==> src/fcr_pkg.sv <==
// constants and field layout for the flash configuration register bank
package fcr_pkg;

  // register selector codes presented by the command decoder
  localparam logic [1:0] SEL_IFACE_V   = 2'h0;
  localparam logic [1:0] SEL_IFACE_NV  = 2'h1;
  localparam logic [1:0] SEL_OPTS_NV   = 2'h2;
  localparam logic [1:0] SEL_OPTS_V    = 2'h3;

  // volatile interface config field positions
  localparam int unsigned IF_ADDR_LEN  = 7;
  localparam int unsigned IF_QUAD      = 6;
  localparam int unsigned IF_IO3_RST   = 5;
  localparam int unsigned IF_LAT_HI    = 3;
  localparam int unsigned IF_LAT_LO    = 0;
  localparam logic [7:0]  IF_WR_MASK   = 8'hef;

  // command option field positions
  localparam int unsigned OP_BLANK     = 5;
  localparam int unsigned OP_WRAP      = 4;
  localparam int unsigned OP_PARAM     = 3;
  localparam int unsigned OP_RESUME    = 2;
  localparam int unsigned OP_BLOCK     = 1;
  localparam int unsigned OP_LEGACY    = 0;
  localparam logic [7:0]  OP_WR_MASK   = 8'h3f;
  localparam logic [7:0]  OP_V_WR_MASK = 8'h37;
  localparam logic [7:0]  OP_PARAM_BIT = 8'h08;

  // reset values
  localparam logic [7:0]  RST_BYTE     = 8'h00;

  // effective address length in bytes
  localparam logic [2:0]  ADDR_BYTES_3 = 3'h3;
  localparam logic [2:0]  ADDR_BYTES_4 = 3'h4;

  // page buffer wrap sizes in bytes
  localparam logic [9:0]  WRAP_256     = 10'h100;
  localparam logic [9:0]  WRAP_512     = 10'h200;

endpackage : fcr_pkg

==> src/fcr_regs.sv <==
// flash interface and command option register bank
// Function
// - address-length bit picks four-byte when set, three-byte when clear
// - four-byte-address-mode command sets the address-length bit
// - quad-protocol bit selects four-bit wide instructions, else serial
// - writing quad-protocol set forces quad enable on; boot-copy loads and clearing leave it
// - io3 reset bit makes line three an active-low reset when idle or quad mode is off
// - four-bit latency field gives 0 to 15 dummy cycles on reads
// - nonvolatile option bits start zero, program once, load at reset
// - volatile option copy is writable during operation
// - blank-check bit enables erased-sector check before erase
// - page-wrap bit chooses 512-byte or 256-byte buffer wrap
// - parameter-sector bit removes small sectors for uniform layout
// - resume-select bit makes 30h resume, otherwise clear-status
// - block-erase-size bit picks 256-KB block or 64-KB sector erase
// - legacy-reset bit enables F0h soft reset, otherwise ignored
`timescale 1ns/1ps
`default_nettype none

module fcr_regs (
  // clock and reset
  input  wire logic       ref_clk,
  input  wire logic       rst_n,
  // register access from the command decoder
  input  wire logic       read_any_reg_cmd,
  input  wire logic       write_any_reg_cmd,
  input  wire logic [1:0] reg_sel,
  input  wire logic [7:0] reg_wdata,
  output logic      [7:0] reg_rdata,
  output logic            reg_rvalid,
  // other commands
  input  wire logic       four_byte_addr_cmd,
  input  wire logic       soft_reset_cmd,
  input  wire logic       legacy_reset_cmd,
  // boot copy of the interface config, held outside
  input  wire logic [7:0] boot_interface_config,
  // pin state for the alternate reset
  input  wire logic       quad_line_three,
  input  wire logic       cs_n,
  input  wire logic       quad_mode_on,
  // interface controls
  output logic            addr_len_sel,
  output logic      [2:0] addr_bytes,
  output logic            quad_proto_en,
  output logic            quad_enable_set,
  output logic            io3_reset_en,
  output logic            io3_hw_reset,
  output logic      [3:0] read_dummy_count,
  // command option controls
  output logic            blank_check_en,
  output logic      [9:0] page_wrap_bytes,
  output logic            param_sector_remove,
  output logic            resume_select,
  output logic            block_erase_256k,
  output logic            legacy_soft_reset_en,
  output logic            legacy_reset_pulse
);

  // merges a write into a byte under a mask
  function automatic logic [7:0] merge(input logic [7:0] old_v,
                                       input logic [7:0] new_v,
                                       input logic [7:0] mask);
    merge = (old_v & ~mask) | (new_v & mask);
  endfunction : merge

  logic [7:0] iface_q, iface_d;
  logic [7:0] opts_nv_q, opts_nv_d;
  logic [7:0] opts_v_q, opts_v_d;
  logic       boot_q, boot_d;
  logic [7:0] rdata_q, rdata_d;
  logic       rvalid_q, rvalid_d;
  logic       qe_set_q, qe_set_d;
  logic       hw_rst_q, hw_rst_d;
  logic       leg_q, leg_d;
  logic       leg_accept;
  logic       reload;
  logic       wr_iface;
  logic       wr_opts_nv;
  logic       wr_opts_v;
  logic [7:0] iface_wr;

  always_comb begin
    leg_accept = legacy_reset_cmd & opts_v_q[fcr_pkg::OP_LEGACY];
    // line three low resets while bus idle or quad off
    hw_rst_d   = iface_q[fcr_pkg::IF_IO3_RST] & ~quad_line_three &
                 (cs_n | ~quad_mode_on);
    reload     = boot_q | soft_reset_cmd | leg_accept | hw_rst_q;
    // access only through the any-register commands
    wr_iface   = write_any_reg_cmd & (reg_sel == fcr_pkg::SEL_IFACE_V);
    wr_opts_nv = write_any_reg_cmd & (reg_sel == fcr_pkg::SEL_OPTS_NV);
    wr_opts_v  = write_any_reg_cmd & (reg_sel == fcr_pkg::SEL_OPTS_V);
    iface_wr   = merge(iface_q, reg_wdata, fcr_pkg::IF_WR_MASK);
    boot_d     = 1'b0;
    leg_d      = leg_accept;
    qe_set_d   = 1'b0;
    iface_d    = iface_q;
    opts_nv_d  = opts_nv_q;
    opts_v_d   = opts_v_q;

    // otp bits only ever move from zero to one
    if (wr_opts_nv) begin
      opts_nv_d = opts_nv_q | (reg_wdata & fcr_pkg::OP_WR_MASK);
    end

    if (reload) begin
      // interface fields come from the boot copy
      iface_d  = boot_interface_config & fcr_pkg::IF_WR_MASK;
      // option copy loads from the otp bits
      opts_v_d = opts_nv_q;
    end else begin
      if (wr_iface) begin
        iface_d = iface_wr;
        // entering quad protocol forces quad enable
        qe_set_d = reg_wdata[fcr_pkg::IF_QUAD];
      end
      // four-byte mode command sets address length
      if (four_byte_addr_cmd) begin
        iface_d[fcr_pkg::IF_ADDR_LEN] = 1'b1;
      end
      // volatile options writable, sector layout excluded
      if (wr_opts_v) begin
        opts_v_d = merge(opts_v_q, reg_wdata, fcr_pkg::OP_V_WR_MASK);
      end
      // layout bit follows only the otp copy
      if (wr_opts_nv) begin
        opts_v_d = merge(opts_v_d, opts_nv_d, fcr_pkg::OP_PARAM_BIT);
      end
    end
  end

  always_comb begin
    rvalid_d = read_any_reg_cmd;
    rdata_d  = rdata_q;
    // reserved bits are stored as zero, or masked off the boot copy, so read zero
    if (read_any_reg_cmd) begin
      if (reg_sel == fcr_pkg::SEL_IFACE_V) begin
        rdata_d = iface_q;
      end else if (reg_sel == fcr_pkg::SEL_IFACE_NV) begin
        rdata_d = boot_interface_config & fcr_pkg::IF_WR_MASK;
      end else if (reg_sel == fcr_pkg::SEL_OPTS_NV) begin
        rdata_d = opts_nv_q;
      end else begin
        rdata_d = opts_v_q;
      end
    end
  end

  always_ff @(posedge ref_clk or negedge rst_n) begin
    if (!rst_n) begin
      iface_q   <= fcr_pkg::RST_BYTE;
      opts_nv_q <= fcr_pkg::RST_BYTE;
      opts_v_q  <= fcr_pkg::RST_BYTE;
      boot_q    <= 1'b1;
      rdata_q   <= fcr_pkg::RST_BYTE;
      rvalid_q  <= 1'b0;
      qe_set_q  <= 1'b0;
      hw_rst_q  <= 1'b0;
      leg_q     <= 1'b0;
    end else begin
      iface_q   <= iface_d;
      opts_nv_q <= opts_nv_d;
      opts_v_q  <= opts_v_d;
      boot_q    <= boot_d;
      rdata_q   <= rdata_d;
      rvalid_q  <= rvalid_d;
      qe_set_q  <= qe_set_d;
      hw_rst_q  <= hw_rst_d;
      leg_q     <= leg_d;
    end
  end

  // decoded controls, registered so outputs leave flops
  logic [2:0] abytes_q, abytes_d;
  logic [9:0] wrap_q, wrap_d;

  always_comb begin
    abytes_d = iface_d[fcr_pkg::IF_ADDR_LEN] ? fcr_pkg::ADDR_BYTES_4
                                             : fcr_pkg::ADDR_BYTES_3;
    wrap_d   = opts_v_d[fcr_pkg::OP_WRAP] ? fcr_pkg::WRAP_512
                                          : fcr_pkg::WRAP_256;
  end

  always_ff @(posedge ref_clk or negedge rst_n) begin
    if (!rst_n) begin
      abytes_q <= fcr_pkg::ADDR_BYTES_3;
      wrap_q   <= fcr_pkg::WRAP_256;
    end else begin
      abytes_q <= abytes_d;
      wrap_q   <= wrap_d;
    end
  end

  assign reg_rdata            = rdata_q;
  assign reg_rvalid           = rvalid_q;
  assign addr_len_sel         = iface_q[fcr_pkg::IF_ADDR_LEN];
  assign addr_bytes           = abytes_q;
  assign quad_proto_en        = iface_q[fcr_pkg::IF_QUAD];
  assign quad_enable_set      = qe_set_q;
  assign io3_reset_en         = iface_q[fcr_pkg::IF_IO3_RST];
  assign io3_hw_reset         = hw_rst_q;
  assign read_dummy_count     = iface_q[fcr_pkg::IF_LAT_HI:fcr_pkg::IF_LAT_LO];
  assign blank_check_en       = opts_v_q[fcr_pkg::OP_BLANK];
  assign page_wrap_bytes      = wrap_q;
  assign param_sector_remove  = opts_v_q[fcr_pkg::OP_PARAM];
  assign resume_select        = opts_v_q[fcr_pkg::OP_RESUME];
  assign block_erase_256k     = opts_v_q[fcr_pkg::OP_BLOCK];
  assign legacy_soft_reset_en = opts_v_q[fcr_pkg::OP_LEGACY];
  assign legacy_reset_pulse   = leg_q;

endmodule : fcr_regs

`default_nettype wire

==> config.mk <==
export PLATFORM = sky130hd
export DESIGN_NAME = fcr_regs
export DESIGN_NICKNAME = d
export VERILOG_FILES = /design/src/fcr_pkg.sv /design/src/fcr_regs.sv
export SDC_FILE = /design/constraint.sdc
export NUM_CORES = 1
export LEC_CHECK = 0
export BUFFER_PORTS_ARGS = -buffer_cell sky130_fd_sc_hd__buf_4
export CAP_MARGIN = 20
export CORE_ASPECT_RATIO = 2
export CORE_MARGIN = 4
export CORE_UTILIZATION = 30
export CTS_CLUSTER_DIAMETER = 100
export CTS_CLUSTER_SIZE = 10
export DETAILED_ROUTE_END_ITERATION = 12
export PLACE_DENSITY_LB_ADDON = 0.3
export RECOVER_POWER = 25
export SYNTH_ARGS = -nofsm -noshare
export SYNTH_HDL_FRONTEND = slang
export SYNTH_SLANG_ARGS = --single-unit
export TNS_END_PERCENT = 5
==> constraint.sdc <==
create_clock -name ref_clk -period 1.6 [get_ports ref_clk]
set_input_delay 0.24 -clock ref_clk [delete_from_list [all_inputs] [get_ports ref_clk]]
set_output_delay 0.24 -clock ref_clk [all_outputs]
set_load 0.02 [all_outputs]
After elaboration in Yosys (flattened, before gate mapping)
Index checks and enable logic that the tools add are counted.

Eq/ne operators: 3. Multiplexer cells: 15. Bitwise operators: 16. Reductions and logical operators: 3.

Operators by type and width (number): $mux W8 (9); $or A8 B6 Y8 (2); $mux W10 (1); $or A5 B8 Y8 (1); $or A8 B4 Y8 (1); $and A1 B1 Y1 (6); $eq A2 B2 Y1 const B (2); $mux W4 (1); $or A1 B1 Y1 (4); $mux W1 (3); $mux W3 (1); $reduce_bool A3 Y1 (1); $eq A2 B1 Y1 const B (1); $logic_not A2 Y1 (1); $not A1 Y1 (2); $reduce_bool A2 Y1 (1).

Flip-flop bits (word level): 50. Input bits: 28.

Logic depth before layout (Yosys ltp)
Gate-level depths: netlist of the first run.

Depth in word-level cells: 8. Gate-level depth with buffers: 5. Gate-level depth less buffers: 3.

Least setup slack after synthesis of the first run
Ideal clock, no wire load.

Path type: register to register. From: register opts_v_q[0]. To: register opts_v_q[3]. Library setup time: 0.126 ns. Data arrival time: 1.245 ns. Required time: 1.474 ns. Setup slack: 0.229 ns. Stages on the path, launching flop included: 3. Period minus slack after synthesis: 1.371 ns. Cells stage by stage: dfrtp_1 > a2111o_1 > o32a_1.

Longest elaborated chain between the ends: 4.

Ends and longest elaborated chain: from (decl) (RTL line fcr_regs.sv:68) `logic [7:0] opts_v_q, opts_v_d;`; from (signal assigned) (RTL line fcr_regs.sv:152) `opts_v_q <= fcr_pkg::RST_BYTE;`; from (signal assigned) (RTL line fcr_regs.sv:162) `opts_v_q <= opts_v_d;`; $and A1 B1 Y1 (*) (RTL line fcr_regs.sv:83) `leg_accept = legacy_reset_cmd & opts_v_q[fcr_pkg::OP_LEGACY];`; $or A1 B1 Y1 (*) (2 in series) (RTL line fcr_regs.sv:87) `reload = boot_q | soft_reset_cmd | leg_accept | hw_rst_q;`; $reduce_bool A3 Y1 (no line) or $mux W8 (tied branches).

Mark *: on every way between the ends. The rest lies on a longest branch, timed or not. A chain may end at the register's enable or synchronous reset.

Worst setup path in the final report of the first run
Ends and elaborated chain as after synthesis.

==> flow_summary.json, run 1 <==
{
  "p_sw_frac": 0.287,
  "tns_ns": 0,
  "synth_top_family_by_area": "multiplexers",
  "grt_pass1_wl_um": 6090,
  "ant_nets": 0,
  "synth_area_um2": 1630,
  "tightest_slew_ns": 0.861,
  "comb_power_share": 0.249,
  "stdcell_area_um2": 2150,
  "setup_viol": 0,
  "p_seq_frac": 0.481,
  "hold_path_class": "input port to flip-flop",
  "status": "completed",
  "core_area_um2": 5180,
  "slew_headroom": 0.426,
  "drt-initial-drc-count": 29,
  "drive_above_1_share": 0.418,
  "grt-ovfl-total": 0,
  "multiInputGateArea_um2": 684,
  "totalWireLength_um": 3830,
  "die-area_um2": 6740,
  "drt_first_pass_iters": 4,
  "num_vias": 1165,
  "hold_viol": 0,
  "hpwl_um": 3040,
  "clk_path_buf_depth": 2,
  "post-route-drc-count": 0,
  "crit_type": "flip-flop to flip-flop",
  "n_antenna_cell": 0,
  "port_buffers": 55,
  "area_growth_pct": 32.4,
  "ys_warn_count": 0,
  "crit_fanout": 6,
  "placed_cell_area_um2": 2070,
  "track_usage": 0.120,
  "cp.arrival_ns": 1.56,
  "clock.fmax_mhz": 712,
  "detailedPlace.worstSlack_ns": 0.166,
  "ys_seq_elements": 34,
  "numCtsBuffers": 5,
  "rsz0062_at_grt": "false",
  "layout_setup_ws_ns": 0.196,
  "switchingPower_w": 0.000603,
  "fillers": 517,
  "start_util": 0.314,
  "syn_inst": 129,
  "io_pins": 65,
  "synth-compound-area-share": 0.122,
  "wl_per_cell_um": 15.5,
  "vias_per_cell": 4.72,
  "clock-sinks": 34,
  "cts_setup_buffers": 0,
  "fin_crit_ns": 1.40,
  "vdd_drop_max_mv": 0.659,
  "grt_pass1_vias": 1208,
  "clkTransAtPathRegs_ns": 0.06,
  "routabilityCongestion": 0.722,
  "fin_skew_ns": 0.00420,
  "worst_setup_path_start_kind": "flip-flop",
  "synth_xor_area_frac": 0,
  "p_clk_frac": 0.271,
  "nNetsFinal": 217,
  "placementRows": 37,
  "grt_max_degree": 35,
  "cp-end-kind": "flip-flop",
  "yosys.area_share.adder": 0,
  "yosysSeqAreaShare": 0.525,
  "h-tree-depth": 2,
  "synth_mux_area_frac": 0.208,
  "cap_violations": 0,
  "ys_types": 29,
  "regArea_um2": 855,
  "slew_violations": 0,
  "powerDensity_nw_per_um2": 976,
  "die_h_um": 112,
  "clock-root-buffer": "clkbuf_8",
  "avgSynthCellArea_um2": 12.6,
  "p_leak_nw": 1.03,
  "report.power.total_w": 0.00210,
  "required_ns": 1.75,
  "dieWidth_um": 60.1,
  "yosys.area_share.simple": 0.0677,
  "cts_tree": "done",
  "antenna_found_initial": 0,
  "fin_crit_sh": 0.877,
  "p_int_w": 0.00150,
  "clkLatencyLatePin_ns": 0.27
}
## routing by layer
metal  vias up  wire, um  global-route usage
li1        561         -                   -
met2        27      2270               0.220
met4         0        34              0.0399
met5         -         0                   0
met3         2       210              0.0299
met1       575      1320               0.126
## cells in the mapped netlist (all sizes together)
master   number  area share
a2111oi       1       0.017
nor3b         2      0.0092
mux2          5       0.042
inv           3      0.0069
o22ai         3       0.012
mux2i        15       0.092
nor2          4      0.0092
a21o          8       0.037
nor2b         1      0.0038
o31a          1      0.0062
conb          1      0.0023
and3          1      0.0038
mux4          5       0.074
dfstp         3       0.048
nand2b        1      0.0038
o32a          1      0.0062
a21oi         2      0.0062
and2          1      0.0038
nand3         1      0.0062
a2111o        1      0.0069
dfrtp        31        0.48
o21ai        10       0.031
nand2        12       0.028
buf          14       0.064
clkbuf        2      0.0046
## per-stage QoR
| stage | hold slack [ns] | utilization | instances |
|---|---|---|---|
| after floorplan | -0.0556 | - | 137 |
| after global placement | 0.217 | 0.400 | 239 |
| after detailed placement | 0.219 | 0.400 | 239 |
| after CTS | 0.103 | 0.417 | 247 |
| after global routing | 0.113 | 0.415 | 247 |
| final | 0.112 | 0.415 | 247 |
## repair_timing
| action | CTS | global route |
|---|---|---|
| hold endpoints to repair | 31 | 0 |
| hold buffers | 1 | 0 |
| gates resized for setup | 0 | 0 |
| setup endpoints to repair | 0 | 0 |
## flip-flops by register name, indices dropped and copies added (netlist names)
name / count
io3_hw_reset: 1
legacy_reset_pulse: 1
opts_nv_q: 6
opts_v_q: 6
page_wrap_bytes: 1
iface_q: 7
reg_rvalid: 1
addr_bytes: 1
quad_enable_set: 1
boot_q: 1
reg_rdata: 8
## path summary, 6_finish.rpt
| path | start | depth (start not counted) | slack [ns] | end |
|---|---|---|---|---|
| max | opts_v_q[0] | 2 | 0.20 | opts_v_q[3] |
| min | quad_line_three | 2 | 0.11 | io3_hw_reset |
| max reg2reg | opts_v_q[0] | 2 | 0.20 | opts_v_q[3] |
| min reg2reg | opts_nv_q[3] | 1 | 0.48 | opts_nv_q[3] |
| max in group asynchronous | rst_n | 2 | 0.44 | opts_v_q[0] |
| min in group asynchronous | rst_n | 2 | 0.61 | reg_rdata[2] |
## final cells by class
cell class	instances	share of cell area
Tap cell	58	0.0337
Clock buffer	7	0.0354
Timing Repair Buffer	61	0.211
Multi-Input combinational cell	84	0.318
Inverter	3	0.00523
Sequential cell	34	0.397
## critical path: stages, from the launching register on
cell      delay (ns)
dfrtp_1         0.45
a2111o_1        0.48
o32a_1          0.36
## kinds of logic (layout without fill, tap and decap cells)
group | Yosys count | after routing
DFF | 34 | 34
AOI/OAI and AO/OA | 27 | 27
muxes | 25 | 25
and+or+nand+nor | 23 | 23
buffers and inverters | 19 | 71
other | 1 | 9
## layout by cell type (no fill, tap or decap), types with 2 or more instances in the layout
master,Yosys,final
inv_1,3,3
clkbuf_1,2,3
nand2_1,12,12
a21o_1,8,8
o22ai_1,3,3
clkbuf_8,0,5
o21ai_0,10,10
mux2i_1,15,15
buf_4,11,58
mux2_2,2,2
conb_1,1,9
nor2_1,4,4
dfstp_2,3,3
mux2_4,3,3
dfrtp_1,31,31
a21oi_1,2,2
mux4_1,2,2
mux4_2,3,3
## power groups by stage
stage                     combinational, W  sequential, W  clock [W]
after global placement            0.000523        0.00103          0
after global routing              0.000565        0.00102   0.000617
final                             0.000523        0.00101   0.000569
after floorplan                   0.000209        0.00111          0
after detailed placement          0.000531        0.00103          0
after CTS                         0.000534        0.00101   0.000592
No activity file was read; power rests on OpenSTA's default activity.
==> run 2: changes to the inputs <==
--- a/config.mk
+++ b/config.mk
@@ -5,6 +5,7 @@
 export SDC_FILE = /design/constraint.sdc
 export NUM_CORES = 1
 export LEC_CHECK = 0
+export ABC_AREA = 1
 export BUFFER_PORTS_ARGS = -buffer_cell sky130_fd_sc_hd__buf_4
 export CAP_MARGIN = 20
 export CORE_ASPECT_RATIO = 2
==> run 2 against run 1 <==
Net effect: global-route usage is 2.5 points higher; first-iteration DRC count is 10% higher; register-to-register slack better by 0.12 ns; wire length is 21% higher.
==> flow_summary.json, run 2 <==
{
  "max_stage_delay_ns": 0.41,
  "yosysTopAreaCell": "dfrtp_1",
  "hpwl_um": 3660,
  "ys_seq_elements": 34,
  "grt_pass1_vias": 1594,
  "dieWidth_um": 61.5,
  "clkTransAtPathRegs_ns": 0.07,
  "avgSynthCellArea_um2": 7.86,
  "worstRegToRegCells": 5,
  "tightest_slew_ns": 0.864,
  "slowest_stage": "dfrtp_1",
  "core_area_um2": 5520,
  "h-tree-depth": 2,
  "track_usage": 0.145,
  "ys_types": 24,
  "area_growth_pct": 30.5,
  "yosysSeqAreaShare": 0.497,
  "fin_crit_sh": 0.800,
  "synth_edf_count": 0,
  "worst_setup_path_start_kind": "flip-flop",
  "p_leak_nw": 1.20,
  "tns_ns": 0,
  "die-area_um2": 7080,
  "drt_first_pass_iters": 4,
  "largest_reg_flops": 8,
  "clock-sinks": 34,
  "io_pins": 65,
  "wl_per_cell_um": 13.6,
  "crit_fanout": 16,
  "placementRows": 38,
  "crit_type": "flip-flop to flip-flop",
  "path_buf_inv": 1,
  "vias_per_cell": 4.65,
  "slew_violations": 0,
  "synth_area_um2": 1720,
  "fillers": 584,
  "cp.arrival_ns": 1.50,
  "cp-end-kind": "flip-flop",
  "routed.top_layer": "met4",
  "routabilityCongestion": 0.844,
  "grt_pass1_wl_um": 7470,
  "crit_family": "simple AND/OR/NAND/NOR gates",
  "cts_setup_buffers": 0,
  "totalWireLength_um": 4620,
  "cp.depth": 5,
  "required_ns": 1.82,
  "synth_top_area_frac": 0.451,
  "cap_violations": 0,
  "antenna_found_initial": 0,
  "clk_path_buf_depth": 2,
  "cpMostUsedCell": "nand3_1",
  "nNetsFinal": 306,
  "grt_max_degree": 35,
  "die_h_um": 115,
  "port_buffers": 55,
  "layout_common_cells": "nand2_1 (74), buf_4 (55), nand3_1 (37)",
  "clkLatencyLatePin_ns": 0.29,
  "clock.fmax_mhz": 781,
  "fin_skew_ns": 0.00552,
  "drive_above_1_share": 0.287,
  "wl_met2_um": 2570,
  "synth_area_leaders": "dfrtp_1 (45%), nand2_1 (16%), nand3_1 (11%)",
  "cts_tree": "done",
  "drt-initial-drc-count": 32,
  "num_vias": 1575,
  "post-route-drc-count": 0,
  "rsz0062_at_grt": "false",
  "hold_viol": 0,
  "setup_viol": 0,
  "synthFlopType": "dfrtp_1",
  "cts_resized": 0,
  "crit_chain": "nand2_1, nand3_2, inv_2, nand3_1, nand3_1",
  "n_antenna_cell": 0,
  "numCtsBuffers": 5,
  "syn_inst": 219,
  "wirelength_met1_um": 1630,
  "hold_path_class": "input port to flip-flop",
  "grt-ovfl-total": 0,
  "layout_commonest_cell": "nand2_1",
  "slew_headroom": 0.424,
  "met3_wirelength_um": 225,
  "fin_crit_ns": 1.28,
  "start_util": 0.312,
  "holdPathStages": 2,
  "holdWs_ns": 0.120,
  "vdd_drop_max_mv": 0.744,
  "ant_nets": 0,
  "synth_common_cells": "nand2_1 (74), nand3_1 (37), dfrtp_1 (31), inv_1 (19), nor2_1 (12)",
  "ys_warn_count": 0,
  "powerDensity_nw_per_um2": 918,
  "clock-root-buffer": "clkbuf_8",
  "async_reset_ff_frac": 1.00,
  "regToRegSetupSlack_ns": 0.32,
  "status": "completed",
  "yosysMostFrequentCell": "nand2_1"
}
[run 2: per-layer routing]
layer | vias up | GRT usage
met5 | - | 0
met4 | 0 | 0.0878
met2 | 48 | 0.254
met3 | 12 | 0.0225
met1 | 725 | 0.153
li1 | 790 | -
[run 2: final cells by class]
| class | instances | area, um2 | area share |
|---|---|---|---|
| multi-input combinational | 154 | 698 | 0.311 |
| clock inverter | 1 | 5.00 | 0.00223 |
| timing repair buffer | 58 | 432 | 0.192 |
| clock buffer | 7 | 86.3 | 0.0385 |
| sequential | 34 | 855 | 0.381 |
| inverter | 25 | 93.8 | 0.0418 |
| tap | 60 | 75.1 | 0.0334 |
[run 2: logic make-up (layout without fill, tap and decap cells)]
kind of cell | Yosys count | count (layout) | share of synthesized area
compound gates | 11 | 11 | 0.0371
other cells | 1 | 9 | 0.00218
flops | 34 | 34 | 0.497
buf+inv | 39 | 91 | 0.115
simple gates | 134 | 134 | 0.349
[run 2: repair_timing]
| action | in CTS | in global routing |
|---|---|---|
| endpoints found under the setup margin | 0 | 0 |
| hold buffers | 1 | 0 |
| hold endpoints to repair | 31 | 0 |
[run 2: worst paths after layout]
check	startpoint	endpoint
hold reg to reg	opts_nv_q[3]	opts_nv_q[3]
min in group asynchronous	rst_n	opts_v_q[4]
setup / recovery	opts_v_q[0]	iface_q[6]
max in group asynchronous	rst_n	opts_nv_q[3]
setup reg to reg	opts_v_q[0]	iface_q[6]
hold / removal	quad_line_three	io3_hw_reset
[run 2: report_power, final]
group | switching (W) | internal [W] | leakage, nW | total, W
combinational | 0.000267 | 0.000174 | 0.787 | 0.000441
clock | 0.000311 | 0.000347 | 0.0482 | 0.000658
sequential | 0.0000392 | 0.000922 | 0.368 | 0.000961
[run 2: per-stage QoR]
step	power (W)	cells	utilization	setup WS, ns	instance area [um2]
3_5_place_dp	0.00142	330	0.390	0.291	2150
4_1_cts	0.00209	339	0.408	0.308	2250
5_1_grt	0.00217	339	0.407	0.196	2240
2_1_floorplan	0.00123	227	-	0.373	1750
3_3_place_gp	0.00142	330	0.390	0.303	2150
6_report	0.00206	339	0.407	0.320	2240
